## config.mk

```make
export PLATFORM = sky130hd
export DESIGN_NAME = fosr_top
export DESIGN_NICKNAME = d
export VERILOG_FILES = /design/src/fosr_pkg.sv /design/src/fosr_top.sv
export VERILOG_INCLUDE_DIRS = /design/src
export SDC_FILE = /design/constraint.sdc
export NUM_CORES = 1
export LEC_CHECK = 0
export BUFFER_PORTS_ARGS = -buffer_cell sky130_fd_sc_hd__buf_2
export CORE_MARGIN = 3
export CORE_UTILIZATION = 55
export CTS_CLUSTER_DIAMETER = 40
export DETAILED_ROUTE_END_ITERATION = 10
export PLACE_DENSITY_LB_ADDON = 0.2
export SLEW_MARGIN = 20
export SYNTH_ARGS = -nofsm -noshare
export SYNTH_HDL_FRONTEND = slang
export SYNTH_SLANG_ARGS = --single-unit
```

## constraint.sdc

```tcl
create_clock -name mclk -period 5.2 [get_ports mclk]
set_clock_uncertainty 0.15 [all_clocks]
set_input_delay 0.78 -clock mclk [delete_from_list [all_inputs] [get_ports mclk]]
set_output_delay 0.78 -clock mclk [all_outputs]
set_load 0.005 [all_outputs]
```

## src/fosr_map.svh

```systemverilog
// Timing counts, encodings and reset values of the fail output and reset block
`ifndef FOSR_MAP_SVH
`define FOSR_MAP_SVH
`define FOSR_CLK_HZ          50000000
`define FOSR_BLINK_MHZ       1250
`define FOSR_BLINK_HALF      (`FOSR_CLK_HZ / 2 * 1000 / `FOSR_BLINK_MHZ)
`define FOSR_PWM_HZ          100
`define FOSR_PWM_PERIOD      (`FOSR_CLK_HZ / `FOSR_PWM_HZ)
`define FOSR_TEST_FILT_US    64
`define FOSR_TEST_FILT_CYC   (`FOSR_TEST_FILT_US * (`FOSR_CLK_HZ / 1000000))
`define FOSR_RF_NS           4000
`define FOSR_RF_CYC          ((`FOSR_RF_NS * (`FOSR_CLK_HZ / 1000000)) / 1000)
`define FOSR_RD_US           10000
`define FOSR_RD_CYC          (`FOSR_RD_US * (`FOSR_CLK_HZ / 1000000))
`define FOSR_DUTY_RST        2'h0
`define FOSR_THR_RST         2'h0
`define FOSR_CFG_RST         2'h0
`define FOSR_MODE_SOFT_RST   2'h3
`endif

```

## src/fosr_pkg.sv

```systemverilog
// Types of the fail output and reset block
package fosr_pkg;
  typedef enum logic [2:0] {
    SBC_INIT     = 3'h0,
    SBC_NORMAL   = 3'h1,
    SBC_STOP     = 3'h2,
    SBC_SLEEP    = 3'h3,
    SBC_RESTART  = 3'h4,
    SBC_FAILSAFE = 3'h5
  } fosr_mode_t;
  typedef enum logic [1:0] {
    PIN_FAIL = 2'h0,
    PIN_OFF  = 2'h1,
    PIN_WAKE = 2'h2,
    PIN_LS   = 2'h3
  } fosr_pin_cfg_t;
endpackage

```

## src/fosr_top.sv

```systemverilog
// Fail outputs, alternate pin functions, test strap and reset output
`timescale 1ns/1ps
`include "fosr_map.svh"
module fosr_top #(
  parameter int unsigned BLINK_HALF = `FOSR_BLINK_HALF,
  parameter int unsigned PWM_PERIOD = `FOSR_PWM_PERIOD,
  parameter int unsigned RD_CYC     = `FOSR_RD_CYC
) (
  input  wire logic       mclk,
  input  wire logic       sys_rst,
  input  wire logic [2:0] mode_state,
  input  wire logic       failure_event,
  input  wire logic       failure_present,
  input  wire logic       failure_flag_clr,
  input  wire logic       wd_trigger_fail,
  input  wire logic       vcc_undervolt,
  input  wire logic       vcc_good,
  input  wire logic       soft_reset_cmd,
  input  wire logic [1:0] mode_field_wr,
  input  wire logic       soft_reset_pulse_select,
  input  wire logic [1:0] pwm_fail_duty_field,
  input  wire logic       pin_cfg_wr,
  input  wire logic [1:0] blink_cfg_wr,
  input  wire logic [1:0] pwm_cfg_wr,
  input  wire logic       blink_hs_sel,
  input  wire logic       pwm_hs_sel,
  input  wire logic [1:0] reset_thr_wr,
  input  wire logic       reset_thr_we,
  input  wire logic       test_pin_in,
  input  wire logic       init_phase,
  output logic            static_fail_pin_n,
  output logic            blink_fail_pin_n,
  output logic            pwm_fail_test_pin_n,
  output logic            blink_wake_en,
  output logic            pwm_wake_en,
  output logic            blink_sw_on,
  output logic            pwm_sw_on,
  output logic            reset_out_pin_n,
  output logic            failure_flag,
  output logic            dev_mode,
  output logic            soft_reset_done,
  output logic [1:0]      reset_thr_sel
);
  typedef struct packed {
    logic [1:0]  blink_cfg;
    logic        blink_hs;
    logic [1:0]  pwm_cfg;
    logic        pwm_hs;
    logic [1:0]  duty;
    logic [1:0]  thr;
    logic        fail_act;
    logic        flag;
    logic [31:0] blink_cnt;
    logic        blink_ph;
    logic [31:0] pwm_cnt;
    logic [31:0] test_cnt;
    logic        test_done;
    logic        dev;
    logic [31:0] rf_cnt;
    logic [31:0] rd_cnt;
    logic        ro_low;
    logic        sr_done;
    logic        o_static;
    logic        o_blink;
    logic        o_pwm;
    logic        o_bwake;
    logic        o_pwake;
    logic        o_bsw;
    logic        o_psw;
  } fosr_state_t;

  fosr_state_t st_reg;
  fosr_state_t st_next;

  // PWM high time for the chosen duty
  function automatic logic [31:0] duty_cyc(input logic [1:0] d);
    logic [31:0] base;
    base = PWM_PERIOD / 5;
    unique case (d)
      2'h0: duty_cyc = base;
      2'h1: duty_cyc = base / 2;
      2'h2: duty_cyc = base / 4;
      2'h3: duty_cyc = base / 8;
    endcase
  endfunction

  // Pin drive for a fail-capable GPIO given its pin config and fail state
  function automatic logic gp_fail(input logic [1:0] c, input logic act);
    gp_fail = (c == fosr_pkg::PIN_FAIL) && act;
  endfunction

  logic       reset_src;
  logic       sr_exec;
  logic       in_nrm;
  logic       rst_mode;
  logic [2:0] md;

  always_comb begin
    md       = mode_state;
    in_nrm   = (md == fosr_pkg::SBC_NORMAL);
    rst_mode = (md == fosr_pkg::SBC_RESTART) || (md == fosr_pkg::SBC_FAILSAFE);
    sr_exec  = soft_reset_cmd && (mode_field_wr == `FOSR_MODE_SOFT_RST)
               && (in_nrm || md == fosr_pkg::SBC_STOP);
    reset_src = vcc_undervolt || !vcc_good || wd_trigger_fail;
  end

  always_comb begin
    st_next = st_reg;
    st_next.sr_done = 1'b0;
    // Pin config only in normal mode, held elsewhere except soft reset defaults; threshold written in any mode
    if (pin_cfg_wr && in_nrm) begin
      st_next.blink_cfg = blink_cfg_wr;
      st_next.pwm_cfg   = pwm_cfg_wr;
      st_next.blink_hs  = blink_hs_sel;
      st_next.pwm_hs    = pwm_hs_sel;
      st_next.duty      = pwm_fail_duty_field;
    end
    if (reset_thr_we)
      st_next.thr = reset_thr_wr;
    // Failure latch; set wins over clear
    if (failure_event) begin
      st_next.fail_act = 1'b1;
      st_next.flag     = 1'b1;
    end else begin
      if (failure_flag_clr)
        st_next.flag = 1'b0;
      if (in_nrm && !failure_present && !st_reg.flag)
        st_next.fail_act = 1'b0;
    end
    // Blink and PWM counters from oscillator
    if (st_reg.blink_cnt >= BLINK_HALF - 1) begin
      st_next.blink_cnt = 32'h0;
      st_next.blink_ph  = !st_reg.blink_ph;
    end else begin
      st_next.blink_cnt = st_reg.blink_cnt + 32'h1;
    end
    if (st_reg.pwm_cnt >= PWM_PERIOD - 1)
      st_next.pwm_cnt = 32'h0;
    else
      st_next.pwm_cnt = st_reg.pwm_cnt + 32'h1;
    // Test strap filter during init
    if (init_phase && !st_reg.test_done) begin
      if (test_pin_in) begin
        st_next.test_done = 1'b1;
        st_next.dev       = 1'b0;
      end else if (st_reg.test_cnt >= `FOSR_TEST_FILT_CYC - 1) begin
        st_next.test_done = 1'b1;
        st_next.dev       = 1'b1;
      end else begin
        st_next.test_cnt = st_reg.test_cnt + 32'h1;
      end
    end
    // Reset output: filter, hold, release delay
    if (reset_src) begin
      st_next.rd_cnt = 32'h0;
      if (st_reg.rf_cnt >= `FOSR_RF_CYC - 1)
        st_next.ro_low = 1'b1;
      else
        st_next.rf_cnt = st_reg.rf_cnt + 32'h1;
    end else begin
      st_next.rf_cnt = 32'h0;
      if (st_reg.ro_low) begin
        if (st_reg.rd_cnt >= RD_CYC - 1) begin
          st_next.ro_low = 1'b0;
          st_next.rd_cnt = 32'h0;
        end else begin
          st_next.rd_cnt = st_reg.rd_cnt + 32'h1;
        end
      end
    end
    if (sr_exec) begin
      st_next.blink_cfg = `FOSR_CFG_RST;
      st_next.pwm_cfg   = `FOSR_CFG_RST;
      st_next.blink_hs  = 1'b0;
      st_next.pwm_hs    = 1'b0;
      st_next.duty      = `FOSR_DUTY_RST;
      st_next.thr       = `FOSR_THR_RST;
      st_next.sr_done   = 1'b1;
      if (!soft_reset_pulse_select) begin
        st_next.ro_low = 1'b1;
        st_next.rd_cnt = 32'h0;
      end
    end
    // Output pin functions per mode
    st_next.o_static = st_reg.fail_act;
    st_next.o_blink  = gp_fail(st_reg.blink_cfg, st_reg.fail_act)
                       && st_reg.blink_ph;
    st_next.o_pwm    = gp_fail(st_reg.pwm_cfg, st_reg.fail_act)
                       && (st_reg.pwm_cnt < duty_cyc(st_reg.duty));
    st_next.o_bwake  = (st_reg.blink_cfg == fosr_pkg::PIN_WAKE)
                       && (md != fosr_pkg::SBC_FAILSAFE);
    st_next.o_pwake  = (st_reg.pwm_cfg == fosr_pkg::PIN_WAKE)
                       && (md != fosr_pkg::SBC_FAILSAFE);
    st_next.o_bsw    = (st_reg.blink_cfg == fosr_pkg::PIN_LS) && !rst_mode;
    st_next.o_psw    = (st_reg.pwm_cfg == fosr_pkg::PIN_LS) && !rst_mode;
  end

  always_ff @(posedge mclk) begin
    if (sys_rst) begin
      st_reg           <= '0;
      st_reg.blink_cfg <= `FOSR_CFG_RST;
      st_reg.pwm_cfg   <= `FOSR_CFG_RST;
      st_reg.duty      <= `FOSR_DUTY_RST;
      st_reg.thr       <= `FOSR_THR_RST;
      st_reg.ro_low    <= 1'b1;
    end else begin
      st_reg <= st_next;
    end
  end

  // Active-low pins and flags straight from the state flops
  assign static_fail_pin_n   = !st_reg.o_static;
  assign blink_fail_pin_n    = !st_reg.o_blink;
  assign pwm_fail_test_pin_n = !st_reg.o_pwm;
  assign blink_wake_en       = st_reg.o_bwake;
  assign pwm_wake_en         = st_reg.o_pwake;
  assign blink_sw_on         = st_reg.o_bsw;
  assign pwm_sw_on           = st_reg.o_psw;
  assign reset_out_pin_n     = !st_reg.ro_low;
  assign failure_flag        = st_reg.flag;
  assign dev_mode            = st_reg.dev;
  assign soft_reset_done     = st_reg.sr_done;
  assign reset_thr_sel       = st_reg.thr;
endmodule // fosr_top

```

==> results of run 1 <==
## cells in the final DEF (no fill, tap or decap), types with 17 or more instances in the layout
cell type                   instances
sky130_fd_sc_hd__ha_1              23
sky130_fd_sc_hd__nand3_1           38
sky130_fd_sc_hd__xnor2_1           28
sky130_fd_sc_hd__dfxtp_1          182
sky130_fd_sc_hd__and3_1            18
sky130_fd_sc_hd__and2_1            28
sky130_fd_sc_hd__a21oi_1           26
sky130_fd_sc_hd__inv_1             20
sky130_fd_sc_hd__nor2_1           127
sky130_fd_sc_hd__nand2_1           39
sky130_fd_sc_hd__clkbuf_16         17
sky130_fd_sc_hd__xor2_1            52
sky130_fd_sc_hd__nand4_1           40
sky130_fd_sc_hd__nor2b_1           23
sky130_fd_sc_hd__buf_2             39
## worst max-delay path, stage by stage, from the launching register on
cell and delay (ns):
sky130_fd_sc_hd__dfxtp_1 0.34, sky130_fd_sc_hd__or4_1 0.53, sky130_fd_sc_hd__nor4_1 0.49, sky130_fd_sc_hd__o211ai_1 0.50, sky130_fd_sc_hd__buf_4 0.38, sky130_fd_sc_hd__nor2_1 0.13
## metal layers
| layer | global-route usage [%] | vias up |
|---|---|---|
| met2 | 35.07 | 105 |
| li1 | - | 2894 |
| met1 | 26.19 | 2740 |
| met3 | 4.700 | 27 |
| met4 | 8.328 | 0 |
| met5 | 0 | - |
## path summary, 6_finish.rpt
kind	cells past startpoint	endpoint	start	slack, ns
max	5	st_reg[32]	st_reg[38]	2.60
min	1	st_reg[51]	st_reg[51]	0.31
max reg2reg	5	st_reg[32]	st_reg[38]	2.60
min reg2reg	1	st_reg[51]	st_reg[51]	0.31
## cell families after synthesis
logic type / share of synthesized area, %
AOI/OAI and AO/OA: 6.651
buffers and inverters: 2.479
and+or+nand+nor: 28.26
other: 0.05021
muxes: 0.5361
DFF: 48.79
xor gates and xnor gates: 9.382
adders and majority gates: 3.853
## cell type report
cell class / instances / area [sq um]
clock buffers: 22 / 474.2
clock inverters: 9 / 117.6
fillers: 1094 / 4494
inverters: 20 / 75.07
multi-input cells: 593 / 3690
flip-flops and latches: 182 / 3643
well taps: 172 / 215.2
repair buffers: 42 / 217.7
## Yosys cell counts, types with 11 or more instances
library cell | n | share of area [%]
sky130_fd_sc_hd__nor3_1 | 16 | 1.1
sky130_fd_sc_hd__clkbuf_1 | 18 | 0.90
sky130_fd_sc_hd__xnor2_1 | 28 | 3.3
sky130_fd_sc_hd__ha_1 | 23 | 3.9
sky130_fd_sc_hd__a21oi_1 | 26 | 1.7
sky130_fd_sc_hd__xor2_1 | 52 | 6.1
sky130_fd_sc_hd__nor2b_1 | 23 | 1.9
sky130_fd_sc_hd__dfxtp_1 | 182 | 49
sky130_fd_sc_hd__inv_1 | 20 | 1.0
sky130_fd_sc_hd__nor4_1 | 16 | 1.3
sky130_fd_sc_hd__o21ai_0 | 12 | 0.80
sky130_fd_sc_hd__nand2_1 | 39 | 2.0
sky130_fd_sc_hd__nor2_1 | 128 | 6.4
sky130_fd_sc_hd__and4_1 | 11 | 1.3
sky130_fd_sc_hd__nand3_1 | 38 | 2.5
sky130_fd_sc_hd__and3_1 | 18 | 1.5
sky130_fd_sc_hd__and2_1 | 28 | 2.3
sky130_fd_sc_hd__nand4_1 | 40 | 3.4
## report_power, final
group / total, mW / internal [mW] / switching [mW]
Sequential: 1.42 / 1.41 / 0.0103
Combinational: 0.0705 / 0.0267 / 0.0438
Clock: 1.27 / 0.749 / 0.522
Total: 2.76 / 2.18 / 0.576
## per-stage QoR
step / util, % / total power, mW / hold WS [ns] / std cells / instance area [sq um]
floorplan: - / 1.495 / 0.2799 / 820 / 7513
global placement: 60.62 / 1.516 / 0.2927 / 1009 / 7836
detailed placement: 60.62 / 1.521 / 0.2971 / 1009 / 7836
CTS: 65.20 / 2.791 / 0.3155 / 1040 / 8428
global route: 65.23 / 2.863 / 0.3280 / 1040 / 8433
finish: 65.23 / 2.761 / 0.3106 / 1040 / 8433
==> impl_metrics.ini, run 1 <==
[clock_tree]
holdBufCountCts = 0
clock_tree.htree_level_count = 4
cts_buffer_depth = 2
clock_sink_count = 182
clk_pin_slew_ns = 0.06
post_cts_resized = 0
cts_root_buf = sky130_fd_sc_hd__clkbuf_16
clk-insertion-delay-late_ns = 0.43
cts_made_buffers = 17
tritoncts = yes
post-cts-setup-buffer-count = 0

[yosys]
fraction_of_registers_with_async_set_or_reset_after_synthesis_pct = 0
yosys_warnings = 0
yosysSeqAreaShare_pct = 48.79
synth_enable_flop_cells = 0
mappedNetlistArea_sq_um = 7468
syn_avg_cell_area_sq_um = 9.243
synth.ff_latch_count = 182
synth.distinct_cells = 55
ys.flop_type = sky130_fd_sc_hd__dfxtp_1
synthCells = 808

[sta]
timing_worst_slew_pin_value_ns = 1.040
rsz0062_at_grt = no
timing_max_transition_violations_final = 0
hold_violations = 0
minimum_clock_period_after_layout_ns = 2.599
maxClockFrequency_ghz = 0.3847
slew_headroom_pct = 30.33
final_setup_violations = 0
finalCritPeriodShare_pct = 49.99
totalNegativeSetupSlack_ns = 0
layout_setup_ws_ns = 2.601

[detailed_routing]
vias_per_cell = 5.544
detail_route.wirelength_mm = 14.69
route.detailed.drc = 0
dr.first_iter.drc_count = 411
met3WireLength_um = 622
wirelength_met1_mm = 6.789
count_of_tritonroute_iterations_in_the_first_routing_pass = 5
highest_metal_layer_with_signal_wires = met4
detail_route.wl_per_cell_um = 14.13
overall_via_count_from_detail_route = 5766
route.met2.wl_mm = 6.996
antenna_violating_nets_post_route = 0

[min_path]
timing.hold.worst.class = reg -> reg

[grt]
grt_remaining_overflow = 0
grt_pass1_vias = 5681
grt_start_max_net_pins = 36
grt_first_pass_wirelength_mm = 25.33
track_usage_pct = 20.92
antenna_found_initial = 0

[final_layout]
final_layout_size_suffix_gt1_share_pct = 10.02
insertedDiodeCount = 0
design.final.nets = 908
area_delta_synth_final_pct = 12.92
largest_reg_flops = 172

[setup_path]
worst-path-max-fanout = 18
worst_ep_arrival_time_ns = 2.81
worst_setup_ep_type = register
critical_path.startpoint_type = register
crit_type = reg -> reg
worst-endpoint-required_ns = 5.41

[power_and_ir_drop]
p_leak_nw = 3.182
peakVddDrop_mv = 0.2850
p_per_area_nw_per_um2 = 327.4

[run_status]
run_status = completed

[job]
timing.max_cap.violations = 0

[place]
gp_congestion = 0.8401
dp_hpwl_mm = 10.38
pre_cts_ws_ns = 2.277
placement.io_buffers = 39

[die]
floorplan.core_area_sq_um = 12930
fp-row-count = 41
die-area_sq_um = 15010
initial_core_util_pct = 57.77
die_h_um = 122.5
chipWidth_um = 122.5
num_io_pins = 42
Power figures use the tool's default switching activity.
==> run 2: changes to the inputs <==
==> constraint.sdc (replaced) <==
create_clock -name mclk -period 2.6 [get_ports mclk]
set_clock_uncertainty 0.15 [all_clocks]
set_input_delay 0.39 -clock mclk [delete_from_list [all_inputs] [get_ports mclk]]
set_output_delay 0.39 -clock mclk [all_outputs]
set_load 0.005 [all_outputs]
==> run 2 against run 1 <==
Compared with the run above:
- utilization grew 1.1 points
- final cell count grew 0.96%
- clock-buffer cell count shrank 1
- largest power group is now the clock network
- die area is the same
- critical path depth grew 1
- global-route usage shrank 0.60 points
==> impl_metrics.ini, run 2 (same netlist as run 1, synthesis figures left out) <==
[sta]
maxClockFrequency_ghz = 0.4167
minimum_clock_period_after_layout_ns = 2.400
totalNegativeSetupSlack_ns = 0
finalCritPeriodShare_pct = 92.30
timing_max_transition_violations_final = 0
slew_headroom_pct = 52.04
timing_worst_slew_pin_value_ns = 0.7134
rsz0062_at_grt = no
final_setup_violations = 0
fin_worst_hold_slack_ns = 0.05462
hold_violations = 0

[setup_path]
worst_setup_ep_type = register
worst_ep_arrival_time_ns = 2.61
reg2reg_slack_ns = 0.20
reg2reg_depth = 6
critical_path.startpoint_type = register
worst-path-max-fanout = 4
crit_type = reg -> reg
worst-endpoint-required_ns = 2.81
crit-reg2reg-capture = st_reg[46]
crit-reg2reg-launch = st_reg[41]

[grt]
grt_remaining_overflow = 0
track_usage_pct = 20.32
antenna_found_initial = 0
grt_pass1_vias = 5500
grt_first_pass_wirelength_mm = 24.61
grt_start_max_net_pins = 32

[die]
floorplan.core_area_sq_um = 12930
die-area_sq_um = 15010
initial_core_util_pct = 57.77
fp-row-count = 41
die_h_um = 122.5
chipWidth_um = 122.5
num_io_pins = 42

[place]
gp_congestion = 0.8340
placement.io_buffers = 39
dp_hpwl_mm = 10.31

[power_and_ir_drop]
peakVddDrop_mv = 0.4891
p_leak_nw = 3.275
total_power_mw = 5.837
p_per_area_nw_per_um2 = 680.2

[detailed_routing]
route.detailed.drc = 0
antenna_violating_nets_post_route = 0
detail_route.wirelength_mm = 14.63
overall_via_count_from_detail_route = 5726
vias_per_cell = 5.453
count_of_tritonroute_iterations_in_the_first_routing_pass = 4
dr.first_iter.drc_count = 327
detail_route.wl_per_cell_um = 13.94

[min_path]
holdCritStartpoint = reset_thr_wr[1]
hold_end = reset_thr_sel[1]
timing.hold.worst.class = in -> reg
holdPathStages = 3

[clock_tree]
post_cts_resized = 0
cts_buffer_depth = 2
clock_sink_count = 182
post-cts-setup-buffer-count = 0
clk_pin_slew_ns = 0.06
cts_made_buffers = 17
tritoncts = yes
clk-insertion-delay-late_ns = 0.42
cts_root_buf = sky130_fd_sc_hd__clkbuf_16
clock_tree.htree_level_count = 4
holdBufCountCts = 1

[final_layout]
fill_cells = 1052
most-common-layout-cells = sky130_fd_sc_hd__dfxtp_1 (182), sky130_fd_sc_hd__nor2_1 (128), sky130_fd_sc_hd__xor2_1 (52)
design.final.nets = 917
largest_reg_flops = 172
insertedDiodeCount = 0
finalCoreUtilization_pct = 66.38
mostFrequentLayoutCell = sky130_fd_sc_hd__dfxtp_1
area_delta_synth_final_pct = 14.89
final_layout_size_suffix_gt1_share_pct = 10.93

[run_status]
run_status = completed

[job]
timing.max_cap.violations = 0
==> run 2: changes by cell type in the layout (fill, tap and decap cells not counted), moves of 2 or more <==
cell                         before  now
sky130_fd_sc_hd__buf_4            3   11
sky130_fd_sc_hd__clkbuf_1         2    0
sky130_fd_sc_hd__inv_6            3    1
sky130_fd_sc_hd__clkinvlp_4       3    1
sky130_fd_sc_hd__clkinv_2         0    2
sky130_fd_sc_hd__bufinv_16        2    5
==> run 2: metal layers <==
layer | global-route usage (%) | share of wire (%) | up-vias
met5 | 0 | 0 | -
met4 | 6.228 | 1.2 | 0
met3 | 5.484 | 4.5 | 17
met2 | 34.52 | 49 | 101
met1 | 25.24 | 45 | 2689
li1 | - | - | 2919
==> run 2: power by group <==
| group | total, mW | leakage [nW] | internal, mW | switching (mW) |
|---|---|---|---|---|
| clock network | 2.85 | 0.330 | 1.81 | 1.04 |
| registers | 2.84 | 1.47 | 2.82 | 0.0210 |
| logic | 0.148 | 1.47 | 0.0590 | 0.0892 |
| total | 5.84 | 3.28 | 4.69 | 1.15 |
==> run 2: how the worst max path moves through the flow <==
stage,from,endpoint,slack (ns),cells past startpoint
final,st_reg[41],st_reg[46],0.20,6
after detailed placement,st_reg[41],st_reg[46],0.21,6
after floorplan,st_reg[41],st_reg[46],0.37,6
after CTS,st_reg[41],st_reg[46],0.21,6
after global routing,st_reg[41],st_reg[46],0.11,6
after global placement,st_reg[41],st_reg[46],0.28,6
==> run 2: worst max-delay path, cell delays in order (launching register included) <==
cell,delay (ns)
sky130_fd_sc_hd__dfxtp_1,0.33
sky130_fd_sc_hd__ha_1,0.25
sky130_fd_sc_hd__a2111oi_2,0.37
sky130_fd_sc_hd__nor2_1,0.13
sky130_fd_sc_hd__or3_1,0.44
sky130_fd_sc_hd__or4_1,0.51
sky130_fd_sc_hd__a21oi_1,0.14
==> run 2: per-stage QoR <==
| step | setup slack, ns | instances | cell area (sq um) |
|---|---|---|---|
| global route | 0.1122 | 1050 | 8581 |
| finish | 0.2001 | 1050 | 8581 |
| detailed placement | 0.2118 | 1017 | 7896 |
| floorplan | 0.3700 | 820 | 7513 |
| global placement | 0.2826 | 1017 | 7896 |
| CTS | 0.2074 | 1050 | 8581 |
==> run 2: final cells by class <==
class / instances / area (sq um) / share of cell area, %
repair buffers: 51 / 287.8 / 3.354
clock buffers: 21 / 480.5 / 5.599
multi-input cells: 593 / 3685 / 42.94
clock inverters: 11 / 193.9 / 2.260
flip-flops and latches: 182 / 3643 / 42.46
well taps: 172 / 215.2 / 2.508
inverters: 20 / 75.07 / 0.8749
==> run 3: changes to the inputs <==
--- a/config.mk
+++ b/config.mk
@@ -6,7 +6,7 @@
 export SDC_FILE = /design/constraint.sdc
 export NUM_CORES = 1
 export LEC_CHECK = 0
-export BUFFER_PORTS_ARGS = -buffer_cell sky130_fd_sc_hd__buf_2
+export BUFFER_PORTS_ARGS = -buffer_cell sky130_fd_sc_hd__buf_4
 export CORE_MARGIN = 3
 export CORE_UTILIZATION = 55
 export CTS_CLUSTER_DIAMETER = 40
==> run 3 against run 2 <==
Compared with the run above:
- die area is the same
- sequential share of layout area grew 0.24 points
- fmax grew 1.8%
- cell area shrank 0.55%
- worst hold slack lost 0.038 ns
- final cell count shrank 0.57%
==> impl_metrics.ini, run 3 (same netlist as run 1, synthesis figures left out) <==
[run_status]
run_status = completed

[sta]
maxClockFrequency_ghz = 0.4243
slew_headroom_pct = 45.46
hold_violations = 0
timing_max_transition_violations_final = 0
timing_worst_slew_pin_value_ns = 0.8113
totalNegativeSetupSlack_ns = 0
final_setup_violations = 0
minimum_clock_period_after_layout_ns = 2.357
finalCritPeriodShare_pct = 90.66
rsz0062_at_grt = no

[grt]
antenna_found_initial = 0
grt_pass1_vias = 5485
track_usage_pct = 20.29
grt_remaining_overflow = 0
grt_start_max_net_pins = 52
grt_first_pass_wirelength_mm = 24.81

[detailed_routing]
route.detailed.drc = 0
vias_per_cell = 5.449
overall_via_count_from_detail_route = 5689
detail_route.wl_per_cell_um = 13.81
count_of_tritonroute_iterations_in_the_first_routing_pass = 4
dr.first_iter.drc_count = 405
antenna_violating_nets_post_route = 0
detail_route.wirelength_mm = 14.42

[setup_path]
critPathTopFamily = simple AND/OR/NAND/NOR gates
cp_cell_sequence = ha_1 -> a2111oi_2 -> nor2_1 -> or3_1 -> or4_1 -> a21oi_1
crit_type = reg -> reg
cpMaxStageDelayCell = sky130_fd_sc_hd__or4_1
crit_path_max_incr_delay_ns = 0.50
crit-reg2reg-launch = st_reg[41]
worst-path-max-fanout = 4
reg2reg_depth = 6
critical_path.startpoint_type = register
cp_num_buf_inv = 0
worst-endpoint-required_ns = 2.79
worst_setup_ep_type = register
reg2reg_slack_ns = 0.24
crit-reg2reg-capture = st_reg[46]
worst-path-stages = 6
worst_ep_arrival_time_ns = 2.55

[final_layout]
final_layout_size_suffix_gt1_share_pct = 10.21
mostFrequentLayoutCell = sky130_fd_sc_hd__dfxtp_1
finalCoreUtilization_pct = 66.01
area_delta_synth_final_pct = 14.26
most-common-layout-cells = sky130_fd_sc_hd__dfxtp_1 (182), sky130_fd_sc_hd__nor2_1 (127), sky130_fd_sc_hd__xor2_1 (52)
design.final.nets = 912
insertedDiodeCount = 0
largest_reg_flops = 172
final_cell_area_sq_um = 8533

[power_and_ir_drop]
total_power_mw = 5.441
p_per_area_nw_per_um2 = 637.6
peakVddDrop_mv = 0.4580
p_leak_nw = 3.234

[die]
die_h_um = 122.5
initial_core_util_pct = 57.77
num_io_pins = 42
chipWidth_um = 122.5
fp-row-count = 41
die-area_sq_um = 15010
floorplan.core_area_sq_um = 12930

[clock_tree]
clock_sink_count = 182
clock_tree.htree_level_count = 4
post-cts-setup-buffer-count = 0
holdBufCountCts = 0
cts_root_buf = sky130_fd_sc_hd__clkbuf_16
cts_buffer_depth = 2
tritoncts = yes
post_cts_resized = 0
clk-insertion-delay-late_ns = 0.42
cts_made_buffers = 17
clk_pin_slew_ns = 0.06

[place]
placement.io_buffers = 39
place_area_sq_um = 7964
dp_hpwl_mm = 10.13
gp_congestion = 0.8431

[min_path]
hold_end = dev_mode
timing.hold.worst.class = in -> reg
holdCritStartpoint = test_pin_in
holdPathStages = 2

[job]
timing.max_cap.violations = 0
[run 3: cell types whose count changed in the layout (fill, tap and decap cells not counted), moves of 2 or more]
cell / before / now
sky130_fd_sc_hd__clkinv_2: 2 / 5
sky130_fd_sc_hd__clkbuf_1: 0 / 3
sky130_fd_sc_hd__clkbuf_8: 4 / 2
sky130_fd_sc_hd__buf_2: 39 / 0
sky130_fd_sc_hd__buf_4: 11 / 46
sky130_fd_sc_hd__bufinv_16: 5 / 2
[run 3: layout make-up]
| type | instances | area, sq um |
|---|---|---|
| fillers | 1089 | 4394 |
| multi-input cells | 593 | 3687 |
| flip-flops and latches | 182 | 3643 |
| clock buffers | 22 | 464.2 |
| repair buffers | 46 | 345.3 |
| well taps | 172 | 215.2 |
| clock inverters | 9 | 102.6 |
| inverters | 20 | 75.07 |
[run 3: routing by layer]
| metal | GRT usage [%] | vias up | wire length, um |
|---|---|---|---|
| li1 | - | 2904 | - |
| met1 | 26.13 | 2688 | 6843 |
| met2 | 33.53 | 83 | 6834 |
| met3 | 4.839 | 14 | 558 |
| met4 | 6.928 | 0 | 185 |
| met5 | 0 | - | 0 |
[run 3: worst register-to-register path, delay by kind of cell (launching register included)]
family                     cells  cell delay [ns]
and+or+nand+nor                3             1.06
adders and majority gates      1             0.24
DFF                            1             0.33
AOI/OAI and AO/OA              2             0.51
[run 3: where the power goes]
| group | leakage, nW | internal, mW | switching, mW | total, mW |
|---|---|---|---|---|
| Combinational | 1.48 | 0.0675 | 0.0881 | 0.156 |
| Sequential | 1.47 | 2.82 | 0.0202 | 2.84 |
| Clock | 0.283 | 1.46 | 0.991 | 2.45 |
[run 3: per-stage QoR]
| stage | hold WS, ns | std cells | setup slack, ns |
|---|---|---|---|
| final | 0.01642 | 1044 | 0.2429 |
| after global routing | 0.01265 | 1044 | 0.05339 |
| after CTS | 0.003931 | 1044 | 0.2479 |
| after detailed placement | 0.2960 | 1013 | 0.2440 |
| after global placement | 0.2921 | 1013 | 0.2923 |
| after floorplan | 0.2799 | 820 | 0.3700 |
[run 3: worst max-delay path by stage]
stage / endpoint / slack (ns) / start
3_3_place_gp: st_reg[46] / 0.29 / st_reg[41]
4_1_cts: st_reg[46] / 0.25 / st_reg[41]
2_1_floorplan: st_reg[46] / 0.37 / st_reg[41]
6_report: st_reg[46] / 0.24 / st_reg[41]
3_5_place_dp: st_reg[46] / 0.24 / st_reg[41]
5_1_grt: st_reg[46] / 0.05 / st_reg[41]
